**src/itpri_defines.vh**
```
// constants for the interval timer host port: port map, command fields, status layout
`ifndef ITPRI_DEFINES_VH
`define ITPRI_DEFINES_VH

// ***************************************************
// port offsets on the two address bits
// ***************************************************
`define ITPRI_ADDR_COUNTER_PICK_BIT_0     2'h0
`define ITPRI_ADDR_COUNTER_PICK_BIT_1     2'h1
`define ITPRI_ADDR_COUNTER_PICK_BIT_2     2'h2
`define ITPRI_ADDR_CTRL     2'h3

// ***************************************************
// control command fields
// ***************************************************
`define ITPRI_SEL_HI        7
`define ITPRI_SEL_LO        6
`define ITPRI_ACC_HI        5
`define ITPRI_ACC_LO        4
`define ITPRI_MODE_HI       3
`define ITPRI_MODE_LO       1
`define ITPRI_BCD_BIT       0
`define ITPRI_SEL_MULTI     2'h3
`define ITPRI_ACC_LATCH     2'h0
`define ITPRI_ACC_LOW       2'h1
`define ITPRI_ACC_HIGH      2'h2
`define ITPRI_ACC_TWO       2'h3
// multiple latch: count bit, status bit, first pick bit
`define ITPRI_ML_CNT_BIT    5
`define ITPRI_ML_ST_BIT     4
`define ITPRI_ML_PICK0      1

// ***************************************************
// status byte and reset values
// ***************************************************
`define ITPRI_ST_OUT_BIT    7
`define ITPRI_ST_NULL_BIT   6
`define ITPRI_CW            16
`define ITPRI_RST_CNT       16'h0000
`define ITPRI_RST_SET       6'h00
`define ITPRI_RST_BYTE      8'h00

`endif

```
**src/itpri_core.v**
```verilog
// one counter core: counter clock edges, gate sampling, down counter
`timescale 1ns/1ps
`default_nettype none
`include "itpri_defines.vh"

module itpri_core (
   input  wire                  clk,
   input  wire                  rst,
   input  wire                  cclk,
   input  wire                  gate,
   input  wire                  bcd,
   input  wire                  load,
   input  wire [`ITPRI_CW-1:0]  load_val,
   input  wire                  count_en,
   output reg  [`ITPRI_CW-1:0]  down_q,
   output reg                   gate_lvl_q,
   output reg                   gate_trig_q,
   output reg                   rise_q,
   output reg                   fall_q
);

   // ***************************************************
   // edge detection
   // ***************************************************
   reg  cclk_q;                              // last counter clock level
   reg  gate_q;                              // last gate level
   reg  edge_q;                              // pending gate rising edge
   wire rise  = cclk & ~cclk_q;              // counter clock rising
   wire fall  = ~cclk & cclk_q;              // counter clock falling
   wire g_up  = gate & ~gate_q;              // gate rising now

   // bcd decrement, 0000 wraps to 9999
   function [`ITPRI_CW-1:0] dec_bcd;
      input [`ITPRI_CW-1:0] v;
      integer k;
      reg     b;
      begin
         dec_bcd = v;
         b = 1'b1;
         for (k = 0; k < 4; k = k + 1) begin
            if (b) begin
               if (v[4*k+:4] == 4'h0) begin
                  dec_bcd[4*k+:4] = 4'h9;
               end else begin
                  dec_bcd[4*k+:4] = v[4*k+:4] - 4'h1;
                  b = 1'b0;
               end
            end
         end
      end
   endfunction

   // ***************************************************
   // gate flip-flop and down counter
   // ***************************************************
   // a gate edge seen in the same cycle as the clock rise still counts
   always @(posedge clk or posedge rst) begin
      if (rst) begin
         cclk_q      <= 1'b0;
         gate_q      <= 1'b0;
         edge_q      <= 1'b0;
         gate_lvl_q  <= 1'b0;
         gate_trig_q <= 1'b0;
         rise_q      <= 1'b0;
         fall_q      <= 1'b0;
         down_q      <= `ITPRI_RST_CNT;
      end else begin
         cclk_q <= cclk;
         gate_q <= gate;
         rise_q <= rise;
         fall_q <= fall;
         if (rise) begin
            gate_lvl_q  <= gate;
            gate_trig_q <= edge_q | g_up;
            edge_q      <= 1'b0;
         end else begin
            gate_trig_q <= 1'b0;
            edge_q      <= edge_q | g_up;
         end
         // zero load wraps on first decrement, giving the full range
         if (load) begin
            down_q <= load_val;
         end else if (fall && count_en) begin
            if (bcd) begin
               down_q <= dec_bcd(down_q);
            end else begin
               down_q <= down_q - 16'h0001;
            end
         end
      end
   end

endmodule
`default_nettype wire

```
**src/itpri_top.v**
```verilog
// interval timer host port: port decode, commands, count load and readback
`timescale 1ns/1ps
`default_nettype none
`include "itpri_defines.vh"

module itpri_top #(
   parameter NUM_CTR = 3
) (
   input  wire                        clk,
   input  wire                        rst,
   input  wire                        cs_n,
   input  wire                        rd_n,
   input  wire                        wr_n,
   input  wire [1:0]                  addr,
   input  wire [7:0]                  data_in,
   output reg  [7:0]                  data_out,
   output reg                         data_oe,
   input  wire [NUM_CTR-1:0]          ctr_clk,
   input  wire [NUM_CTR-1:0]          gate_input,
   input  wire [NUM_CTR-1:0]          timer_output,
   input  wire [NUM_CTR-1:0]          count_transfer,
   input  wire [NUM_CTR-1:0]          count_enable,
   output wire [NUM_CTR*16-1:0]       count_reg,
   output wire [NUM_CTR*16-1:0]       down_count,
   output wire [NUM_CTR*3-1:0]        ctr_mode,
   output wire [NUM_CTR-1:0]          ctr_bcd,
   output reg  [NUM_CTR-1:0]          null_count,
   output reg  [NUM_CTR-1:0]          mode_set,
   output reg  [NUM_CTR-1:0]          count_written,
   output reg  [NUM_CTR-1:0]          count_partial,
   output wire [NUM_CTR-1:0]          gate_level,
   output wire [NUM_CTR-1:0]          gate_trigger,
   output wire [NUM_CTR-1:0]          clk_rise,
   output wire [NUM_CTR-1:0]          clk_fall
);

   // ***************************************************
   // strobe decode
   // ***************************************************
   // chip select qualification is done here, on both strobes
   wire       wr_act = ~cs_n & ~wr_n & rd_n;
   wire       rd_act = ~cs_n & ~rd_n & wr_n;   // read strobe active
   reg        wr_act_q;                        // write strobe last cycle
   reg        rd_act_q;                        // read strobe last cycle
   reg  [1:0] rd_addr_q;                       // address of current read
   // writes act once, on the first cycle of the strobe
   wire       wr_ev  = wr_act & ~wr_act_q;
   // read side effects wait for the strobe to end, so data holds
   wire       rd_end = rd_act_q & ~rd_act;

   // ***************************************************
   // control command decode
   // ***************************************************
   wire [1:0] cw_sel  = data_in[`ITPRI_SEL_HI:`ITPRI_SEL_LO];
   wire [1:0] cw_acc  = data_in[`ITPRI_ACC_HI:`ITPRI_ACC_LO];
   wire [2:0] cw_mode = data_in[`ITPRI_MODE_HI:`ITPRI_MODE_LO];
   // control port write
   wire       is_ctl  = wr_ev && (addr == `ITPRI_ADDR_CTRL);
   // multiple latch command
   wire       is_mlc  = is_ctl && (cw_sel == `ITPRI_SEL_MULTI);
   // count latch command for one counter
   wire       is_cl   = is_ctl && (cw_sel != `ITPRI_SEL_MULTI)
                        && (cw_acc == `ITPRI_ACC_LATCH);
   // mode setting command
   wire       is_ms   = is_ctl && (cw_sel != `ITPRI_SEL_MULTI)
                        && (cw_acc != `ITPRI_ACC_LATCH);
   // count byte write to a counter port
   wire       is_cw   = wr_ev && (addr != `ITPRI_ADDR_CTRL);

   // ***************************************************
   // per counter state
   // ***************************************************
   reg  [15:0] cr_q     [0:NUM_CTR-1];   // count register
   reg  [15:0] ol_q     [0:NUM_CTR-1];   // count latch
   reg  [7:0]  st_q     [0:NUM_CTR-1];   // status latch
   reg  [5:0]  set_q    [0:NUM_CTR-1];   // low six bits of mode command
   reg         ol_held_q[0:NUM_CTR-1];   // count latch holds unread value
   reg         st_held_q[0:NUM_CTR-1];   // status latch holds unread value
   reg         wr_hi_q  [0:NUM_CTR-1];   // next count write is high byte
   reg         rd_hi_q  [0:NUM_CTR-1];   // next count read is high byte
   wire [15:0] dn_w     [0:NUM_CTR-1];   // live down counter values

   // ***************************************************
   // counter cores and flattened views
   // ***************************************************
   genvar g;
   generate
      for (g = 0; g < NUM_CTR; g = g + 1) begin : g_ctr
         // count register content, read by the mode logic
         assign count_reg[16*g+:16] = cr_q[g];
         assign dn_w[g]             = down_count[16*g+:16];
         // mode and counting base as last set
         assign ctr_mode[3*g+:3]    = set_q[g][`ITPRI_MODE_HI:`ITPRI_MODE_LO];
         assign ctr_bcd[g]          = set_q[g][`ITPRI_BCD_BIT];
         itpri_core u_core (
            .clk         (clk),
            .rst         (rst),
            .cclk        (ctr_clk[g]),
            .gate        (gate_input[g]),
            .bcd         (set_q[g][`ITPRI_BCD_BIT]),
            .load        (count_transfer[g]),
            .load_val    (cr_q[g]),
            .count_en    (count_enable[g]),
            .down_q      (down_count[16*g+:16]),
            .gate_lvl_q  (gate_level[g]),
            .gate_trig_q (gate_trigger[g]),
            .rise_q      (clk_rise[g]),
            .fall_q      (clk_fall[g])
         );
      end
   endgenerate

   // ***************************************************
   // read data select
   // ***************************************************
   // unlatched reads track the live counter; a moving count can tear
   // between bytes, which is why the host stops the clock or gate
   reg  [15:0] rd_src;    // latched or live count
   reg  [7:0]  rd_byte;   // byte placed on the bus
   reg  [1:0]  rd_acc;    // byte mode of addressed counter
   always @* begin
      rd_src  = 16'h0000;
      rd_byte = `ITPRI_RST_BYTE;
      rd_acc  = `ITPRI_ACC_LATCH;
      if (addr != `ITPRI_ADDR_CTRL) begin
         rd_acc = set_q[addr][`ITPRI_ACC_HI:`ITPRI_ACC_LO];
         // held count wins over live count
         rd_src = ol_held_q[addr] ? ol_q[addr] : dn_w[addr];
         if (st_held_q[addr]) begin
            // status always comes out first
            rd_byte = st_q[addr];
         end else if (rd_acc == `ITPRI_ACC_HIGH) begin
            rd_byte = rd_src[15:8];
         end else if (rd_acc == `ITPRI_ACC_TWO) begin
            rd_byte = rd_hi_q[addr] ? rd_src[15:8] : rd_src[7:0];
         end else begin
            rd_byte = rd_src[7:0];
         end
      end
   end

   // ***************************************************
   // bus output registers
   // ***************************************************
   // the control port is write only, so reads of it leave the bus alone
   always @(posedge clk or posedge rst) begin
      if (rst) begin
         wr_act_q  <= 1'b0;
         rd_act_q  <= 1'b0;
         rd_addr_q <= 2'h0;
         data_out  <= `ITPRI_RST_BYTE;
         data_oe   <= 1'b0;
      end else begin
         wr_act_q <= wr_act;
         rd_act_q <= rd_act;
         if (rd_act) begin
            rd_addr_q <= addr;
         end
         data_oe  <= rd_act && (addr != `ITPRI_ADDR_CTRL);
         data_out <= rd_act ? rd_byte : `ITPRI_RST_BYTE;
      end
   end

   // ***************************************************
   // command, count write and read side effects
   // ***************************************************
   // later assignments win, so every set of the null flag lands
   // after its clear and an event in the clearing cycle survives
   integer i;
   always @(posedge clk or posedge rst) begin
      if (rst) begin
         for (i = 0; i < NUM_CTR; i = i + 1) begin
            cr_q[i]      <= `ITPRI_RST_CNT;
            ol_q[i]      <= `ITPRI_RST_CNT;
            st_q[i]      <= `ITPRI_RST_BYTE;
            set_q[i]     <= `ITPRI_RST_SET;
            ol_held_q[i] <= 1'b0;
            st_held_q[i] <= 1'b0;
            wr_hi_q[i]   <= 1'b0;
            rd_hi_q[i]   <= 1'b0;
         end
         null_count    <= {NUM_CTR{1'b0}};
         mode_set      <= {NUM_CTR{1'b0}};
         count_written <= {NUM_CTR{1'b0}};
         count_partial <= {NUM_CTR{1'b0}};
      end else begin
         mode_set      <= {NUM_CTR{1'b0}};
         count_written <= {NUM_CTR{1'b0}};
         for (i = 0; i < NUM_CTR; i = i + 1) begin
            // transfer into the down counter validates the count
            if (count_transfer[i]) begin
               null_count[i] <= 1'b0;
            end
            // read completion releases latches and steps byte order
            if (rd_end && (rd_addr_q == i[1:0])) begin
               if (st_held_q[i]) begin
                  st_held_q[i] <= 1'b0;
               end else if (set_q[i][`ITPRI_ACC_HI:`ITPRI_ACC_LO] == `ITPRI_ACC_TWO) begin
                  // order flips only here; a mode command for this counter also clears it
                  rd_hi_q[i] <= ~rd_hi_q[i];
                  if (rd_hi_q[i]) begin
                     ol_held_q[i] <= 1'b0;
                  end
               end else begin
                  ol_held_q[i] <= 1'b0;
               end
            end
            // single counter count latch
            if (is_cl && (cw_sel == i[1:0]) && !ol_held_q[i]) begin
               ol_q[i]      <= dn_w[i];
               ol_held_q[i] <= 1'b1;
            end
            // multiple latch, count part, picked and not held
            if (is_mlc && data_in[`ITPRI_ML_PICK0+i] && !data_in[`ITPRI_ML_CNT_BIT]
                && !ol_held_q[i]) begin
               ol_q[i]      <= dn_w[i];
               ol_held_q[i] <= 1'b1;
            end
            // multiple latch, status part, picked and not held
            if (is_mlc && data_in[`ITPRI_ML_PICK0+i] && !data_in[`ITPRI_ML_ST_BIT]
                && !st_held_q[i]) begin
               st_q[i]      <= {timer_output[i], null_count[i], set_q[i]};
               st_held_q[i] <= 1'b1;
            end
            // mode setting: copy six bits, restart byte order, drop latches
            if (is_ms && (cw_sel == i[1:0])) begin
               set_q[i]         <= data_in[5:0];
               wr_hi_q[i]       <= 1'b0;
               rd_hi_q[i]       <= 1'b0;
               ol_held_q[i]     <= 1'b0;
               st_held_q[i]     <= 1'b0;
               null_count[i]    <= 1'b1;
               mode_set[i]      <= 1'b1;
               count_partial[i] <= 1'b0;
            end
            // count byte write, interpreted only by the stored byte mode;
            // writes before any mode command are dropped
            if (is_cw && (addr == i[1:0])) begin
               case (set_q[i][`ITPRI_ACC_HI:`ITPRI_ACC_LO])
                  `ITPRI_ACC_LOW: begin
                     cr_q[i]          <= {8'h00, data_in};
                     null_count[i]    <= 1'b1;
                     count_written[i] <= 1'b1;
                  end
                  `ITPRI_ACC_HIGH: begin
                     cr_q[i]          <= {data_in, 8'h00};
                     null_count[i]    <= 1'b1;
                     count_written[i] <= 1'b1;
                  end
                  `ITPRI_ACC_TWO: begin
                     if (!wr_hi_q[i]) begin
                        cr_q[i][7:0]     <= data_in;
                        wr_hi_q[i]       <= 1'b1;
                        count_partial[i] <= 1'b1;
                     end else begin
                        cr_q[i][15:8]    <= data_in;
                        wr_hi_q[i]       <= 1'b0;
                        count_partial[i] <= 1'b0;
                        null_count[i]    <= 1'b1;
                        count_written[i] <= 1'b1;
                     end
                  end
                  default: begin
                     cr_q[i] <= cr_q[i];
                  end
               endcase
            end
         end
      end
   end

endmodule
`default_nettype wire

```
**config.mk**
```make
export PLATFORM = sky130hd
export DESIGN_NAME = itpri_top
export DESIGN_NICKNAME = d
export VERILOG_FILES = /design/src/itpri_core.v /design/src/itpri_top.v
export VERILOG_INCLUDE_DIRS = /design/src /design/src/src
export SDC_FILE = /design/constraint.sdc
export NUM_CORES = 1
export LEC_CHECK = 0
export BUFFER_PORTS_ARGS = -buffer_cell sky130_fd_sc_hd__buf_2
export CAP_MARGIN = 0
export CORE_MARGIN = 1
export CORE_UTILIZATION = 55
export CTS_BUF_LIST = sky130_fd_sc_hd__clkbuf_16
export DETAILED_ROUTE_END_ITERATION = 10
export PLACE_DENSITY = 0.87
export SYNTH_ARGS = -nofsm -noshare
export SYNTH_HDL_FRONTEND = slang
export SYNTH_HIERARCHICAL = 1
export SYNTH_SLANG_ARGS = --single-unit
```
**constraint.sdc**
```tcl
create_clock -name clk -period 6.95 [get_ports clk]
set_input_delay 1.0425 -clock clk [delete_from_list [all_inputs] [get_ports clk]]
set_output_delay 1.0425 -clock clk [all_outputs]
set_load 0.05 [all_outputs]
```
Yosys cells after proc, flatten, opt, wreduce, memory -nomap -nowiden. Cells that the tools add are included.

$add $sub $neg: 15. $mul: 0. Divide/modulo/power cells: 0. Order comparisons: 1. Equal/unequal tests: 45. Shifts and indexed selects: 0. Multiplexer cells: 211. Bitwise gates (word level): 36. Reductions and logical operators: 110.

Operators with widths (count): $mux 16 (20); $pmux 16 s3 (3); $mux 1 (138); $mux 8 (14); $mux 4 (21); $bmux 16 s2 (2); $logic_not 4->1 (12); $sub 16x1->16 const B (3); $sub 4x1->4 const B (12); $logic_and 1x1->1 (40); $reduce_and 3->1 (12); $ne 3x2->1 const B (9); $eq 2x2->1 const B (13); $reduce_bool 2->1 (13); $reduce_and 2->1 (9); $reduce_bool 3->1 (6); $not 1->1 (17); $bmux 8 s2 (1); $ne 2x2->1 const B (8); $and 1x1->1 (15); $ne 5x2->1 const B (3); $bmux 6 s2 (1); $eq 2x1->1 const B (6); $mux 6 (2); 11 further kinds (38).

Flip-flop bits (word level): 244. Bits in latches: 0. RAM bits: 0. ROM bits: 0. Bits of input ports: 30. Memories kept: 0.

Longest topological paths before layout.
Word-level depth: 17. Gate-level depth with buffers: 8. Depth with buffers taken out: 7.

By module. Netlist, hierarchy kept.

By module, submodules not included: itpri_top (instances 1, cells an instance 769, area each 8201.6 um2, seq. area each 4379.2 um2); itpri_core (instances 3, cells an instance 157, area each 1396.3 um2, seq. area each 575.6 um2).

Worst setup path before layout. OpenSTA, ideal clock, no wires.

Kind: input-to-reg. Start point: in cs_n. End point: reg st_q[23] in the netlist's numbering. Data arrival time: 3082 ps. Required time: 6825 ps. Slack: 3743 ps. Stages on the path: 6. Buffers on the path: 2. Cells stage by stage: or4b_1 > clkbuf_1 > or4_1 > buf_2 > nor3b_4 > mux2_2.

Longest elaborated chain between the ends: 9.

Ends and longest elaborated chain: start: declaration (line itpri_top.v:11) `input wire cs_n,`; $not 1->1 (line itpri_top.v:41) `wire wr_act = ~cs_n & ~wr_n & rd_n;`; $and 1x1->1 (2 in series) (line itpri_top.v:41); $and 1x1->1 (line itpri_top.v:47) `wire wr_ev = wr_act & ~wr_act_q;`; $logic_and 1x1->1 (line itpri_top.v:58) `` wire is_ctl = wr_ev && (addr == `ITPRI_ADDR_CTRL); ``; $logic_and 1x1->1 (line itpri_top.v:60) `` wire is_mlc = is_ctl && (cw_sel == `ITPRI_SEL_MULTI); ``; $logic_and 1x1->1 (3 in series) (line itpri_top.v:220) `` if (is_mlc && data_in[`ITPRI_ML_PICK0+i] && !data_in[`ITPRI_ML_ST_BIT] ``; end signal: indexed assignment (line itpri_top.v:175) `` st_q[i] <= `ITPRI_RST_BYTE; ``; end signal: indexed assignment (line itpri_top.v:222) `st_q[i] <= {timer_output[i], null_count[i], set_q[i]};`; end: declaration (line itpri_top.v:75) `reg [7:0] st_q [0:NUM_CTR-1];`.

Every way passes these cells. A chain may end at the register's enable or synchronous reset.

Worst setup path after layout.
Start point: in addr[1]. End point: reg ol_q[11] in the netlist's numbering.

Longest elaborated chain between the ends: 7. Elaborated cells between the ends (all ways): 12. Classes of those cells: eq/ne (1); mux (1); reduce/logical (10).

Ends and longest elaborated chain: start: declaration (line itpri_top.v:14) `input wire [1:0] addr,`; $eq 2x2->1 (no source line) *; $logic_and 1x1->1 * (line itpri_top.v:58); $logic_and 1x1->1, on equally long branches (line itpri_top.v:60, itpri_top.v:62); $logic_and 1x1->1, on equally long branches (line itpri_top.v:214, itpri_top.v:62); $logic_and 1x1->1, on equally long branches (2 in series) (line itpri_top.v:214, itpri_top.v:209); $mux 16 / $reduce_bool 2->1 (equally long branches); end signal: indexed assignment (line itpri_top.v:174) `` ol_q[i] <= `ITPRI_RST_CNT; ``; end signal: indexed assignment (line itpri_top.v:210) `ol_q[i] <= dn_w[i];`; end signal: indexed assignment (line itpri_top.v:216) `ol_q[i] <= dn_w[i];`; end: declaration (line itpri_top.v:74) `reg [15:0] ol_q [0:NUM_CTR-1];`.

Mark *: on every way between the ends. The rest lies on a longest branch, timed or not.

==> impl_metrics.json <==
{
  "status": "finished, violations left",
  "violations": "design-rule violations",
  "timing.rr.start": "wr_act_q",
  "wl_met2_um": 16600,
  "grt_max_degree": 113,
  "report.final.slew_viol_count": 0,
  "wl_um": 35400,
  "worst_slew_pin_slew_ns": 1.14,
  "synth_most_common_cell": "dfrtp_1",
  "combinationalPowerShare": 0.305,
  "antenna_found_initial": 0,
  "synthTopCellsByCount": "244 x dfrtp_1, 172 x nand2_1, 161 x o21ai_0",
  "cts.sink_count": 244,
  "htreeDepth": 1,
  "die_area_um2": 23100,
  "ir_worst_vdd_uv": 165,
  "yosys_warnings": 6,
  "cts_tree": "done",
  "area_growth_pct": 13.6,
  "cts.path.max_buffers": 3,
  "fin_skew_ns": 0.0114,
  "dpl.hpwl_um": 24500,
  "p_clk_frac": 0.278,
  "reg2reg_to": "ol_q[11]",
  "n_fill_cell": 1640,
  "synth_edf_count": 0,
  "clk_latency_ns": 0.52,
  "ff2ff_path_depth": 4,
  "row_count": 54,
  "routedWlPerCell_um": 21.4,
  "synth_fp_nets": 1285,
  "cts_root_buf": "clkbuf_16",
  "start_util": 0.564,
  "cts_made_buffers": 25,
  "hold_end": "count_partial[0]",
  "cts.clk_slew.worst_paths_ns": 0.06,
  "endpoint_kind": "register",
  "ff2ff_setup_slack_ns": 3.90,
  "ys_ff_latch": 244,
  "setup_viol": 0,
  "hp-class": "register to register",
  "grt_pass1_vias": 10300,
  "path_max_fanout": 53,
  "critPathTopFamily": "simple AND/OR/NAND/NOR gates",
  "num_antenna_cells": 0,
  "drive_above_1_share": 0.234,
  "gp_congestion": 0.900,
  "hold_depth": 1,
  "crit_slowest_cell": "nand4b_1",
  "die_w_um": 152,
  "design_area_um2": 14100,
  "finish.utilization": 0.641,
  "synth_top_area_frac": 0.493,
  "die_h_um": 152,
  "ys_top_cells_by_area": "dfrtp_1 49%, mux2_2 8.3%, o21ai_0 6.5%",
  "synthArstFlopShare": 1.00,
  "crit_type": "input pin to register",
  "final_nets": 1402,
  "grt.overflow.total": 0,
  "yosysTopAreaCell": "dfrtp_1",
  "met1_length_um": 14500,
  "cp_num_buf_inv": 2,
  "cts-hold-fix-buffers": 0,
  "synth.yosys.seq_area_share": 0.493,
  "post-route-period-util": 0.494,
  "avgSynthCellArea_um2": 9.99,
  "ant_nets": 0,
  "grt_pass1_wl_um": 56100,
  "cts_resized": 0,
  "synthesis.area_um2": 12400,
  "slew_headroom": 0.238,
  "internal_power_uw": 2840,
  "pin_count": 171,
  "rsz0062_at_grt": "false",
  "fin_setup_tns_ns": 0,
  "critical_path.max_stage_delay_ns": 0.92,
  "route.detailed.drc": 14,
  "top_layer": "met4",
  "synth_cells": 1240,
  "p_leak_uw": 0.00669,
  "min_from": "count_partial[0]",
  "p_sw_uw": 1970,
  "crit_path_start_kind": "input pin",
  "routed_via_density": 6.38,
  "worstPathCellList": "buf_2 > buf_4 > nand2_1 > nor3_1 > nand4b_1 > mux2_2",
  "grt_use_total": 0.305,
  "crit_arrival_ns": 3.83,
  "fmax_mhz": 291,
  "min_period_ns": 3.44,
  "post-cts-setup-buffers": 0,
  "place_area_um2": 13300,
  "drtPass1Iterations": 8,
  "first_iter_violations": 1072,
  "power_frac_seq": 0.417,
  "port_buffers": 170,
  "synth.distinct_cells": 63,
  "synth-main-ff-cell": "dfrtp_1",
  "cap_viol_max_count": 0,
  "powerDensity_nw_per_um2": 342,
  "num_vias": 10500,
  "required_ns": 7.34,
  "dr_wl_met3_um": 2880,
  "hold_violations": 0,
  "coreArea_um2": 22000,
  "p_sw_frac": 0.410
}
==> through the flow <==
step | worst slack [ns] | total power (uW) | hold slack (ns) | cells
after floorplan | 1.16 | 3020 | 0.450 | 1240
final | 3.51 | 4810 | 0.482 | 1653
after global routing | 3.39 | 5010 | 0.494 | 1653
after detailed placement | 3.07 | 3470 | 0.461 | 1610
after CTS | 3.59 | 4810 | 0.485 | 1653
after global placement | 3.16 | 3430 | 0.462 | 1610
==> logic make-up after synthesis <==
logic type,share of synthesized area
AOI/OAI and AO/OA,0.147
xor gates and xnor gates,0.0170
adders and majority gates,0.0151
buffers and inverters,0.0419
DFF,0.493
muxes,0.118
and+or+nand+nor,0.169
==> layer usage <==
metal	up-vias	track usage
met2	588	0.490
met3	116	0.0502
met5	-	0
met4	0	0.132
met1	5171	0.410
li1	4664	-
==> power by group through the flow <==
stage          Combinational (uW)  Clock, uW  Sequential [uW]
3_5_place_dp                 1450          0             2020
5_1_grt                      1570       1410             2030
3_3_place_gp                 1420          0             2010
6_report                     1470       1340             2010
2_1_floorplan                 613          0             2410
4_1_cts                      1460       1350             1990
==> area by class of cell <==
class                   instances  area [um2]  share of cell area
inverters                      40         155              0.0110
repair buffers                174         881              0.0626
clock inverters                18         178              0.0126
multi-input cells             872        5780               0.411
flip-flops and latches        244        6110               0.434
clock buffers                  25         626              0.0445
well taps                     280         350              0.0249
==> worst max-delay path by stage <==
stage          slack (ns)          endpoint  cells past startpoint     from
6_report             3.51          ol_q[11]                      6  addr[1]
5_1_grt              3.39           ol_q[7]                      6  addr[1]
4_1_cts              3.59           ol_q[7]                      6  addr[1]
3_5_place_dp         3.07           ol_q[1]                      6  addr[1]
3_3_place_gp         3.16          ol_q[10]                      6  addr[1]
2_1_floorplan        1.16  count_partial[0]                      1      rst
==> cells in the final DEF (no fill, tap or decap), types with 13 or more instances in the layout <==
| master | synthesis | layout |
|---|---|---|
| nand3_1 | 21 | 21 |
| a21oi_1 | 36 | 36 |
| nor3_1 | 19 | 19 |
| nor2_1 | 57 | 57 |
| mux2_2 | 91 | 91 |
| nor4_1 | 13 | 13 |
| o21ai_0 | 161 | 161 |
| o211ai_1 | 17 | 17 |
| inv_1 | 39 | 44 |
| nor4b_1 | 14 | 14 |
| buf_2 | 5 | 170 |
| ha_1 | 15 | 15 |
| dfrtp_1 | 244 | 244 |
| mux2i_1 | 42 | 42 |
| xnor2_1 | 15 | 15 |
| clkbuf_16 | 0 | 25 |
| nor2b_1 | 16 | 15 |
| nand2_1 | 172 | 172 |
| o31a_1 | 13 | 13 |
(Power assumes the default switching activity.)
